[config.mk]
export PLATFORM = sky130hd
export DESIGN_NAME = rsc_reset_ctrl
export DESIGN_NICKNAME = d
export VERILOG_FILES = /design/src/hw/rsc_pkg.sv /design/src/hw/rsc_detect_if.sv /design/src/hw/rsc_stall_timer.sv /design/src/hw/rsc_reset_ctrl.sv
export VERILOG_INCLUDE_DIRS = /design/src /design/src/hw
export SDC_FILE = /design/constraint.sdc
export NUM_CORES = 1
export LEC_CHECK = 0
export BUFFER_PORTS_ARGS = -buffer_cell sky130_fd_sc_hd__clkbuf_2
export CORE_ASPECT_RATIO = 1.4
export CORE_MARGIN = 8
export CORE_UTILIZATION = 31
export DETAILED_ROUTE_END_ITERATION = 8
export GPL_ROUTABILITY_DRIVEN = 0
export PLACE_DENSITY_LB_ADDON = 0.12
export SYNTH_ARGS = -nofsm -noshare
export SYNTH_HDL_FRONTEND = slang
export SYNTH_SLANG_ARGS = --single-unit
export TNS_END_PERCENT = 20
[constraint.sdc]
create_clock -name ref_clk -period 5.9 [get_ports ref_clk]
set_input_delay 1.18 -clock ref_clk [delete_from_list [all_inputs] [get_ports ref_clk]]
set_output_delay 1.18 -clock ref_clk [all_outputs]
set_load 0.02 [all_outputs]
[src/hw/rsc_cfg.svh]
/*
  Constants of the reset source control block: register address, flag
  positions, reset values and timing counts.
  Assumes a 125 MHz system clock and an 8-bit register port.
*/
`ifndef RSC_CFG_SVH
`define RSC_CFG_SVH

// ==========================================================================
// Register address and flag positions
// ==========================================================================
`define RSC_REG_ADDR        8'hEF
`define RSC_BIT_PIN         0
`define RSC_BIT_POWER       1
`define RSC_BIT_CLK_LOSS    2
`define RSC_BIT_WATCHDOG    3
`define RSC_BIT_SOFTWARE    4
`define RSC_BIT_COMPARATOR  5
`define RSC_BIT_FLASH       6
`define RSC_BIT_USB         7

// ==========================================================================
// Reset values
// ==========================================================================
`define RSC_FLAGS_POR       8'h02
`define RSC_USER_CODE_LIMIT 16'h7BFF

// ==========================================================================
// Timing
// ==========================================================================
`define RSC_CLK_PERIOD_NS   8
`define RSC_CLK_LOSS_NS     500
`define RSC_CLK_LOSS_CYC \
  ((`RSC_CLK_LOSS_NS + `RSC_CLK_PERIOD_NS - 1) / `RSC_CLK_PERIOD_NS)
`define RSC_WDT_DIV         12
`define RSC_HOLD_CYCLES     16

`endif

[src/hw/rsc_pkg.sv]
/*
  Types shared by the reset source control modules.
  Assumes nothing of its surroundings.
*/
package rsc_pkg;

  // ========================================================================
  // Sequencer state and flag vector
  // ========================================================================
  typedef enum logic [0:0] {
    RSC_RUN  = 1'b0,
    RSC_HOLD = 1'b1
  } rsc_state_type;

  typedef logic [7:0] rsc_flags_type;

endpackage

[src/hw/rsc_detect_if.sv]
/*
  Interface between the sequencer and the clock-loss stall timer.
  Assumes both ends run on the same clock.
*/
`timescale 1ns/100ps

interface rsc_detect_if;
  logic level;
  logic enable;
  logic timeout;

  modport mon (
    input  level,
    input  enable,
    output timeout
  );

  modport ctl (
    output level,
    output enable,
    input  timeout
  );
endinterface

[src/hw/rsc_stall_timer.sv]
/*
  Stall timer: flags a timeout when the watched level has not changed for
  TIMEOUT consecutive clock cycles while enabled.
  Assumes the watched level is synchronous to clk.
*/
`timescale 1ns/100ps

module rsc_stall_timer #(
  parameter int TIMEOUT = 63
) (
  input wire logic   clk, // Clock.
  input wire logic   rst, // Asynchronous reset, active high.
  rsc_detect_if.mon  det  // Level, enable and timeout.
);

  localparam int CW = $clog2(TIMEOUT + 1);

  logic          last_q;
  logic [CW-1:0] cnt_q;
  logic          timeout_q;

  // ========================================================================
  // Level history
  // ========================================================================
  always_ff @(posedge clk or posedge rst) begin
    if (rst) begin
      last_q <= 1'b0;
    end else begin
      last_q <= det.level;
    end
  end

  // ========================================================================
  // Stall count
  // ========================================================================
  // Any edge of the watched clock restarts the count.
  always_ff @(posedge clk or posedge rst) begin
    if (rst) begin
      cnt_q     <= '0;
      timeout_q <= 1'b0;
    end else if (!det.enable || (det.level != last_q)) begin
      cnt_q     <= '0;
      timeout_q <= 1'b0;
    end else if (cnt_q == CW'(TIMEOUT - 1)) begin
      timeout_q <= 1'b1;
    end else begin
      cnt_q <= cnt_q + CW'(1);
    end
  end

  assign det.timeout = timeout_q;

endmodule

[src/hw/rsc_reset_ctrl.sv]
/*
  Reset source control: gathers the reset sources, holds the system in
  reset, records the cause in an 8-bit register and restarts the watchdog
  prescaler after every reset.
  Assumes all inputs are synchronous to ref_clk, that rst is the power-on
  reset, and that the reset pin itself is driven only from outside.
*/
`timescale 1ns/100ps
`include "rsc_cfg.svh"

module rsc_reset_ctrl
  import rsc_pkg::*;
#(
  parameter int          HOLD_CYCLES = `RSC_HOLD_CYCLES,
  parameter int          CLK_LOSS    = `RSC_CLK_LOSS_CYC,
  parameter int          WDT_DIV     = `RSC_WDT_DIV,
  parameter logic [15:0] CODE_LIMIT  = `RSC_USER_CODE_LIMIT
) (
  input  wire logic        ref_clk,        // System clock, 125 MHz.
  input  wire logic        rst,            // Power-on reset, active high.
  input  wire logic        ext_reset_n,    // Reset pin level, active low.
  input  wire logic [7:0]  sfr_addr,       // Register address.
  input  wire logic        sfr_wr,         // Register write strobe.
  input  wire logic        sfr_rd,         // Register read strobe.
  input  wire logic [7:0]  sfr_wdata,      // Register write data.
  output logic      [7:0]  sfr_rdata,      // Register read data.
  input  wire logic        system_clock,   // Sampled level of clock.
  input  wire logic        supply_low,     // Supply monitor trips.
  input  wire logic        supply_mon_on,  // Supply monitor switched on.
  input  wire logic        cmp_below,      // Non-inverting below inverting.
  input  wire logic        wdt_overflow,   // Unserviced watchdog overflow.
  input  wire logic        wdt_disable,    // Software stops the watchdog.
  input  wire logic        flash_req,      // Flash access strobe.
  input  wire logic [15:0] flash_addr,     // Flash access address.
  input  wire logic        flash_modify,   // Access is write or erase.
  input  wire logic        flash_blocked,  // Security setting blocks it.
  input  wire logic        usb_bus_reset,  // Bus reset signalling seen.
  input  wire logic        usb_fc_enabled, // USB controller enabled.
  input  wire logic        vbus_level,     // VBUS detector level.
  output logic             system_reset,   // System reset, active high.
  output logic             wdt_enable,     // Watchdog function enabled.
  output logic             wdt_tick        // Watchdog clock enable pulse.
);

  localparam int HW = $clog2(HOLD_CYCLES + 1);
  localparam int DW = $clog2(WDT_DIV + 1);

  rsc_detect_if  det ();

  rsc_state_type state_q;
  logic [HW-1:0] hold_q;
  rsc_flags_type cause_q;
  rsc_flags_type pend_q;
  rsc_flags_type pend_d;
  logic          clk_en_q;
  logic          cmp_en_q;
  logic          usb_en_q;
  logic          mon_sel_q;
  logic          vbus_q;
  logic          reset_q;
  logic [7:0]    rdata_q;
  logic          wdt_en_q;
  logic [DW-1:0] div_q;
  logic          tick_q;

  logic          reg_hit;
  logic          reg_write;
  logic          pin_src;
  logic          mon_src;
  logic          clk_src;
  logic          cmp_src;
  logic          wdt_src;
  logic          flash_src;
  logic          sw_src;
  logic          usb_src;
  logic          level_src;
  logic          any_src;
  logic          hold_done;
  logic          leave_hold;

  // ========================================================================
  // Clock-loss detector
  // ========================================================================
  assign det.level  = system_clock;
  assign det.enable = clk_en_q && (state_q == RSC_RUN);

  // The detector sleeps during reset so a stalled clock cannot retrigger.
  rsc_stall_timer #(
    .TIMEOUT (CLK_LOSS)
  ) u_stall (
    .clk (ref_clk),
    .rst (rst),
    .det (det)
  );

  // ========================================================================
  // Reset sources
  // ========================================================================
  assign reg_hit   = (sfr_addr == `RSC_REG_ADDR);
  assign reg_write = sfr_wr && reg_hit && (state_q == RSC_RUN);

  assign pin_src = !ext_reset_n;
  assign mon_src = mon_sel_q && supply_low;
  assign clk_src = det.timeout;
  assign cmp_src = cmp_en_q && cmp_below;
  assign wdt_src = wdt_en_q && wdt_overflow;
  assign sw_src  = reg_write && sfr_wdata[`RSC_BIT_SOFTWARE];

  always_comb begin
    flash_src = 1'b0;
    if (flash_req) begin
      if (flash_addr > CODE_LIMIT) begin
        flash_src = 1'b1;
      end
      if (flash_blocked) begin
        flash_src = 1'b1;
      end
      if (flash_modify && !supply_mon_on) begin
        flash_src = 1'b1;
      end
    end
  end

  // Bus reset counts only while the USB controller can see it.
  assign usb_src = usb_en_q &&
                   ((usb_bus_reset && usb_fc_enabled) ||
                    (vbus_level != vbus_q));

  // Level sources keep the system in reset for as long as they last.
  assign level_src = pin_src || mon_src || cmp_src;
  assign any_src   = level_src || clk_src || wdt_src || flash_src ||
                     sw_src || usb_src;

  // When sources coincide, the highest one names the cause.
  always_comb begin
    pend_d = '0;
    if (pin_src) begin
      pend_d[`RSC_BIT_PIN] = 1'b1;
    end else if (mon_src) begin
      pend_d[`RSC_BIT_POWER] = 1'b1;
    end else if (clk_src) begin
      pend_d[`RSC_BIT_CLK_LOSS] = 1'b1;
    end else if (cmp_src) begin
      pend_d[`RSC_BIT_COMPARATOR] = 1'b1;
    end else if (wdt_src) begin
      pend_d[`RSC_BIT_WATCHDOG] = 1'b1;
    end else if (flash_src) begin
      pend_d[`RSC_BIT_FLASH] = 1'b1;
    end else if (sw_src) begin
      pend_d[`RSC_BIT_SOFTWARE] = 1'b1;
    end else begin
      pend_d[`RSC_BIT_USB] = usb_src;
    end
  end

  // ========================================================================
  // VBUS edge history
  // ========================================================================
  // A change between two samples counts as one VBUS event.
  always_ff @(posedge ref_clk or posedge rst) begin
    if (rst) begin
      vbus_q <= 1'b0;
    end else begin
      vbus_q <= vbus_level;
    end
  end

  // ========================================================================
  // Reset sequencer
  // ========================================================================
  assign hold_done  = (hold_q == HW'(HOLD_CYCLES - 1));
  assign leave_hold = (state_q == RSC_HOLD) && hold_done && !level_src;

  // The system stays in reset at least the hold time, and as long as a
  // level source is still active after it.
  always_ff @(posedge ref_clk or posedge rst) begin
    if (rst) begin
      state_q <= RSC_HOLD;
    end else begin
      case (state_q)
        RSC_RUN: begin
          if (any_src) begin
            state_q <= RSC_HOLD;
          end
        end
        RSC_HOLD: begin
          if (leave_hold) begin
            state_q <= RSC_RUN;
          end
        end
        default: begin
          state_q <= RSC_HOLD;
        end
      endcase
    end
  end

  // ========================================================================
  // Hold counter
  // ========================================================================
  // The count starts again from zero on every entry into reset.
  always_ff @(posedge ref_clk or posedge rst) begin
    if (rst) begin
      hold_q <= '0;
    end else if (state_q != RSC_HOLD) begin
      hold_q <= '0;
    end else if (!hold_done) begin
      hold_q <= hold_q + HW'(1);
    end
  end

  // ========================================================================
  // Pending cause
  // ========================================================================
  // The cause is fixed on entry; events during reset do not change it.
  always_ff @(posedge ref_clk or posedge rst) begin
    if (rst) begin
      pend_q <= `RSC_FLAGS_POR;
    end else if (state_q == RSC_RUN && any_src) begin
      pend_q <= pend_d;
    end
  end

  // ========================================================================
  // Reset output
  // ========================================================================
  // Only the core is held in reset; the pin has no driver here.
  always_ff @(posedge ref_clk or posedge rst) begin
    if (rst) begin
      reset_q <= 1'b1;
    end else if (state_q == RSC_RUN) begin
      reset_q <= any_src;
    end else if (leave_hold) begin
      reset_q <= 1'b0;
    end else begin
      reset_q <= 1'b1;
    end
  end

  // ========================================================================
  // Cause flags
  // ========================================================================
  // Flags change only on leaving reset; the power flag drops with any
  // other cause because only the captured cause is loaded.
  always_ff @(posedge ref_clk or posedge rst) begin
    if (rst) begin
      cause_q <= `RSC_FLAGS_POR;
    end else if (leave_hold) begin
      cause_q <= pend_q;
    end
  end

  // ========================================================================
  // Source enables
  // ========================================================================
  // Enables survive internal resets; monitor selection is set at power-on.
  always_ff @(posedge ref_clk or posedge rst) begin
    if (rst) begin
      clk_en_q  <= 1'b0;
      cmp_en_q  <= 1'b0;
      usb_en_q  <= 1'b0;
      mon_sel_q <= 1'b1;
    end else if (reg_write) begin
      clk_en_q  <= sfr_wdata[`RSC_BIT_CLK_LOSS];
      cmp_en_q  <= sfr_wdata[`RSC_BIT_COMPARATOR];
      usb_en_q  <= sfr_wdata[`RSC_BIT_USB];
      mon_sel_q <= sfr_wdata[`RSC_BIT_POWER];
    end
  end

  // ========================================================================
  // Register read port
  // ========================================================================
  // Read data stands for one cycle and is zero otherwise.
  always_ff @(posedge ref_clk or posedge rst) begin
    if (rst) begin
      rdata_q <= 8'h00;
    end else if (sfr_rd && reg_hit) begin
      rdata_q <= cause_q;
    end else begin
      rdata_q <= 8'h00;
    end
  end

  // ========================================================================
  // Watchdog enable and prescaler
  // ========================================================================
  // Software may stop the watchdog only while the system runs.
  always_ff @(posedge ref_clk or posedge rst) begin
    if (rst) begin
      wdt_en_q <= 1'b1;
    end else if (state_q == RSC_HOLD) begin
      wdt_en_q <= 1'b1;
    end else if (wdt_disable) begin
      wdt_en_q <= 1'b0;
    end
  end

  // The prescaler restarts with every reset so the first tick is aligned.
  always_ff @(posedge ref_clk or posedge rst) begin
    if (rst) begin
      div_q  <= '0;
      tick_q <= 1'b0;
    end else if (state_q == RSC_HOLD || !wdt_en_q) begin
      div_q  <= '0;
      tick_q <= 1'b0;
    end else if (div_q == DW'(WDT_DIV - 1)) begin
      div_q  <= '0;
      tick_q <= 1'b1;
    end else begin
      div_q  <= div_q + DW'(1);
      tick_q <= 1'b0;
    end
  end

  // ========================================================================
  // Outputs
  // ========================================================================
  assign sfr_rdata    = rdata_q;
  assign system_reset = reset_q;
  assign wdt_enable   = wdt_en_q;
  assign wdt_tick     = tick_q;

endmodule

==> reports/results.txt <==
# hold bufs at CTS = 0
Die Y = 114.1 um
Total CTS buffers = 5
Req. time, crit path = 6.10 ns
Initial antenna violation count = 0
Routed length per instance = 13.03 um
Layout fillers = 651
Mean Syn Cell Area = 12.10 um^2
Synth area leader = dfrtp_1
Fin. Hold Viols = 0
HP Class = flip-flop to flip-flop
Max H-tree Level = 2
Layout cell share with drive strength beyond 1 = 34.51%
FMAX = 404.3 MHz
Iteration-0 DRC Markers = 76
GRT Residual Overflow = 0
CTS tree = yes
DP HPWL = 3043 um
Routed WL = 4144 um
Final setup vio count = 0
VDD IR max = 0.1031 mV
Yosys reg bits = 49
Num Clock Sinks = 49
Root Driver = clkbuf_8
Row Count = 35
P&R area growth vs syn = 20.51%
Worst Path Max Fanout = 6
Clk_lat worst skew = 0.30 ns
Antenna Nets Post-Route = 0
Critical path class = primary input to flip-flop
Global Route Usage Sum = 9.311%
Core area = 0.006613 mm^2
Period Utilization, post-route = 41.92%
Max Cap Viol = 0
Tmin final = 2.473 ns
I/O Buffers = 46
Setup repair bufs after CTS = 0
DP Area = 0.002451 mm^2
Initial Util = 32.20%
Startpoint types = primary input
Synth Area in Adders = 2.938%
Status = complete, no violations
Vias = 1408
Setup slack after layout = 3.427 ns
Rel. slew slack = 31.78%
Least-Margin Pin Slew = 1.022 ns
Critical Path End Type = flip-flop
Xor/xnor share of the synthesized area = 3.290%
Largest family of logic cells by synthesized area = simple AND/OR/NAND/NOR gates
Final Instance Area = 0.002566 mm^2
CP arrival = 2.67 ns
Setup tns final = 0 ns
Synth area leaders = dfrtp_1, mux2_2, dfstp_2
Die X = 86.05 um
Pre-antenna DRT Iters = 4
Sequential cell area fraction in the yosys report = 57.87%
Clock-pin slew on the worst setup and hold paths = 0.09 ns
Max-slew violations = 0
Drt drc = 0
Max clock buf depth = 2
Post-synthesis cell area = 0.002130 mm^2
Pre-CTS setup slack = 3.031 ns
Ys flop type = dfrtp_1
Netlist cell types = 41
Mux contribution to synthesized area = 8.696%
Ys async rst share = 100.0%
Yosys top cell area share = 51.70%
Post-synth EDFFs = 0
Die ar. = 0.009815 mm^2
Number of global-route vias before repair = 1510
Skew final = 0.006119 ns
Simple-gate share of the synthesized area = 16.69%
WHS = 0.4707 ns
Post-cts resize count = 0
Pwr Density = 293.5 mW/mm^2
RSZ-0062 raised after global routing = no
Synth Instances = 176
First-pass GRT wire length = 7251 um
Ys Warns = 0
Mapped Nets = 230
# nets final = 279
Largest net degree at the start of global routing = 50
I/O pin count = 60
Vias per cell = 4.428
Leakage power = 1.267 nW
Number of diodes = 0
Synth Area in Compound Gates = 7.814%
## worst max-delay path, stage by stage
cell and delay, ns:
clkbuf_2 0.08, nand4b_4 0.17, nor4_4 0.53, a22oi_2 0.17
a31o_2 0.30, a22o_1 0.23
## per-layer routing
metal	up-vias	part of all wire (%)	wire, um	track usage (%)
met1	664	45	1870	10.40
met5	-	0	0	0
met2	36	48	1977	15.87
met4	0	0.84	35	3.873
li1	704	-	-	-
met3	4	6.3	260	2.874
## registers in the layout (all words and copies together) (netlist names)
register	count
pend_q	8
cmp_en_q	1
cause_q	8
hold_q	5
u_stall.det.timeout	1
vbus_q	1
u_stall.last_q	1
sfr_rdata	8
usb_en_q	1
u_stall.cnt_q	6
wdt_enable	1
wdt_tick	1
mon_sel_q	1
clk_en_q	1
div_q	4
system_reset	1
## logic make-up after synthesis
kind of cell	after synthesis
simple gates	63
flops	49
compound gates	21
mux	17
buf+inv	13
xor+xnor	8
fa+ha+maj	5
## cell type report
| type | count | area (um^2) | share of cell area (%) |
|---|---|---|---|
| clock inverters | 3 | 46.29 | 1.804 |
| well taps | 92 | 115.1 | 4.486 |
| multi-input cells | 114 | 839.6 | 32.72 |
| repair buffers | 46 | 230.2 | 8.971 |
| clock buffers | 5 | 68.82 | 2.682 |
| flip-flops and latches | 49 | 1232 | 48.03 |
| inverters | 9 | 33.78 | 1.316 |
## power breakdown
group          total (mW)  leakage (nW)  switching (mW)  internal, mW
logic               0.110         0.567          0.0544        0.0555
registers           0.399         0.646          0.0251         0.374
clock network       0.244        0.0543           0.117         0.127
total               0.753          1.27           0.196         0.557
## worst paths after layout
path / startpoint / end / slack (ns) / depth (start not counted)
setup / recovery: sfr_addr[4] / pend_q[2] / 3.43 / 6
hold / removal: div_q[0] / div_q[0] / 0.47 / 1
setup reg to reg: hold_q[0] / cause_q[2] / 3.83 / 5
hold reg to reg: div_q[0] / div_q[0] / 0.47 / 1
max in group asynchronous: rst / hold_q[3] / 4.16 / 2
min in group asynchronous: rst / div_q[1] / 1.09 / 2
## placed cells by master, fill, tap and decap left out, drive strengths merged, types with 2 or more instances in the layout
cell / instances
a21oi: 4
a22o: 3
and2: 8
and3: 3
and4: 2
clkbuf: 51
dfrtp: 44
dfstp: 5
ha: 5
inv: 9
mux2: 12
mux2i: 5
nand2: 9
nand3: 8
nand4: 2
nand4b: 2
nor2: 19
nor2b: 3
nor3: 2
nor3b: 2
o21ai: 2
o2bb2ai: 2
xnor2: 5
xor2: 3
## through the flow
step / instances / util [%] / power (mW)
after CTS: 318 / 38.81 / 0.7693
after global placement: 310 / 37.07 / 0.5151
final: 318 / 38.81 / 0.7532
after floorplan: 176 / - / 0.4847
after detailed placement: 310 / 37.07 / 0.5186
after global routing: 318 / 38.81 / 0.8001
## synth_stat cells, types with 2 or more instances
cell type and instances:
a21oi_1 3, a22o_1 3, and2_1 8, and3_1 3, and4_1 2, clkbuf_1 2
dfrtp_1 44, dfstp_2 5, ha_1 5, inv_1 9, mux2_2 12, mux2i_1 5
nand2_1 9, nand3_1 8, nand4_1 2, nor2_1 19, nor2b_1 3, nor3_1 2
nor3b_1 2, o21ai_0 2, o2bb2ai_1 2, xnor2_1 5, xor2_1 3
Power figures use the tool's default switching activity.
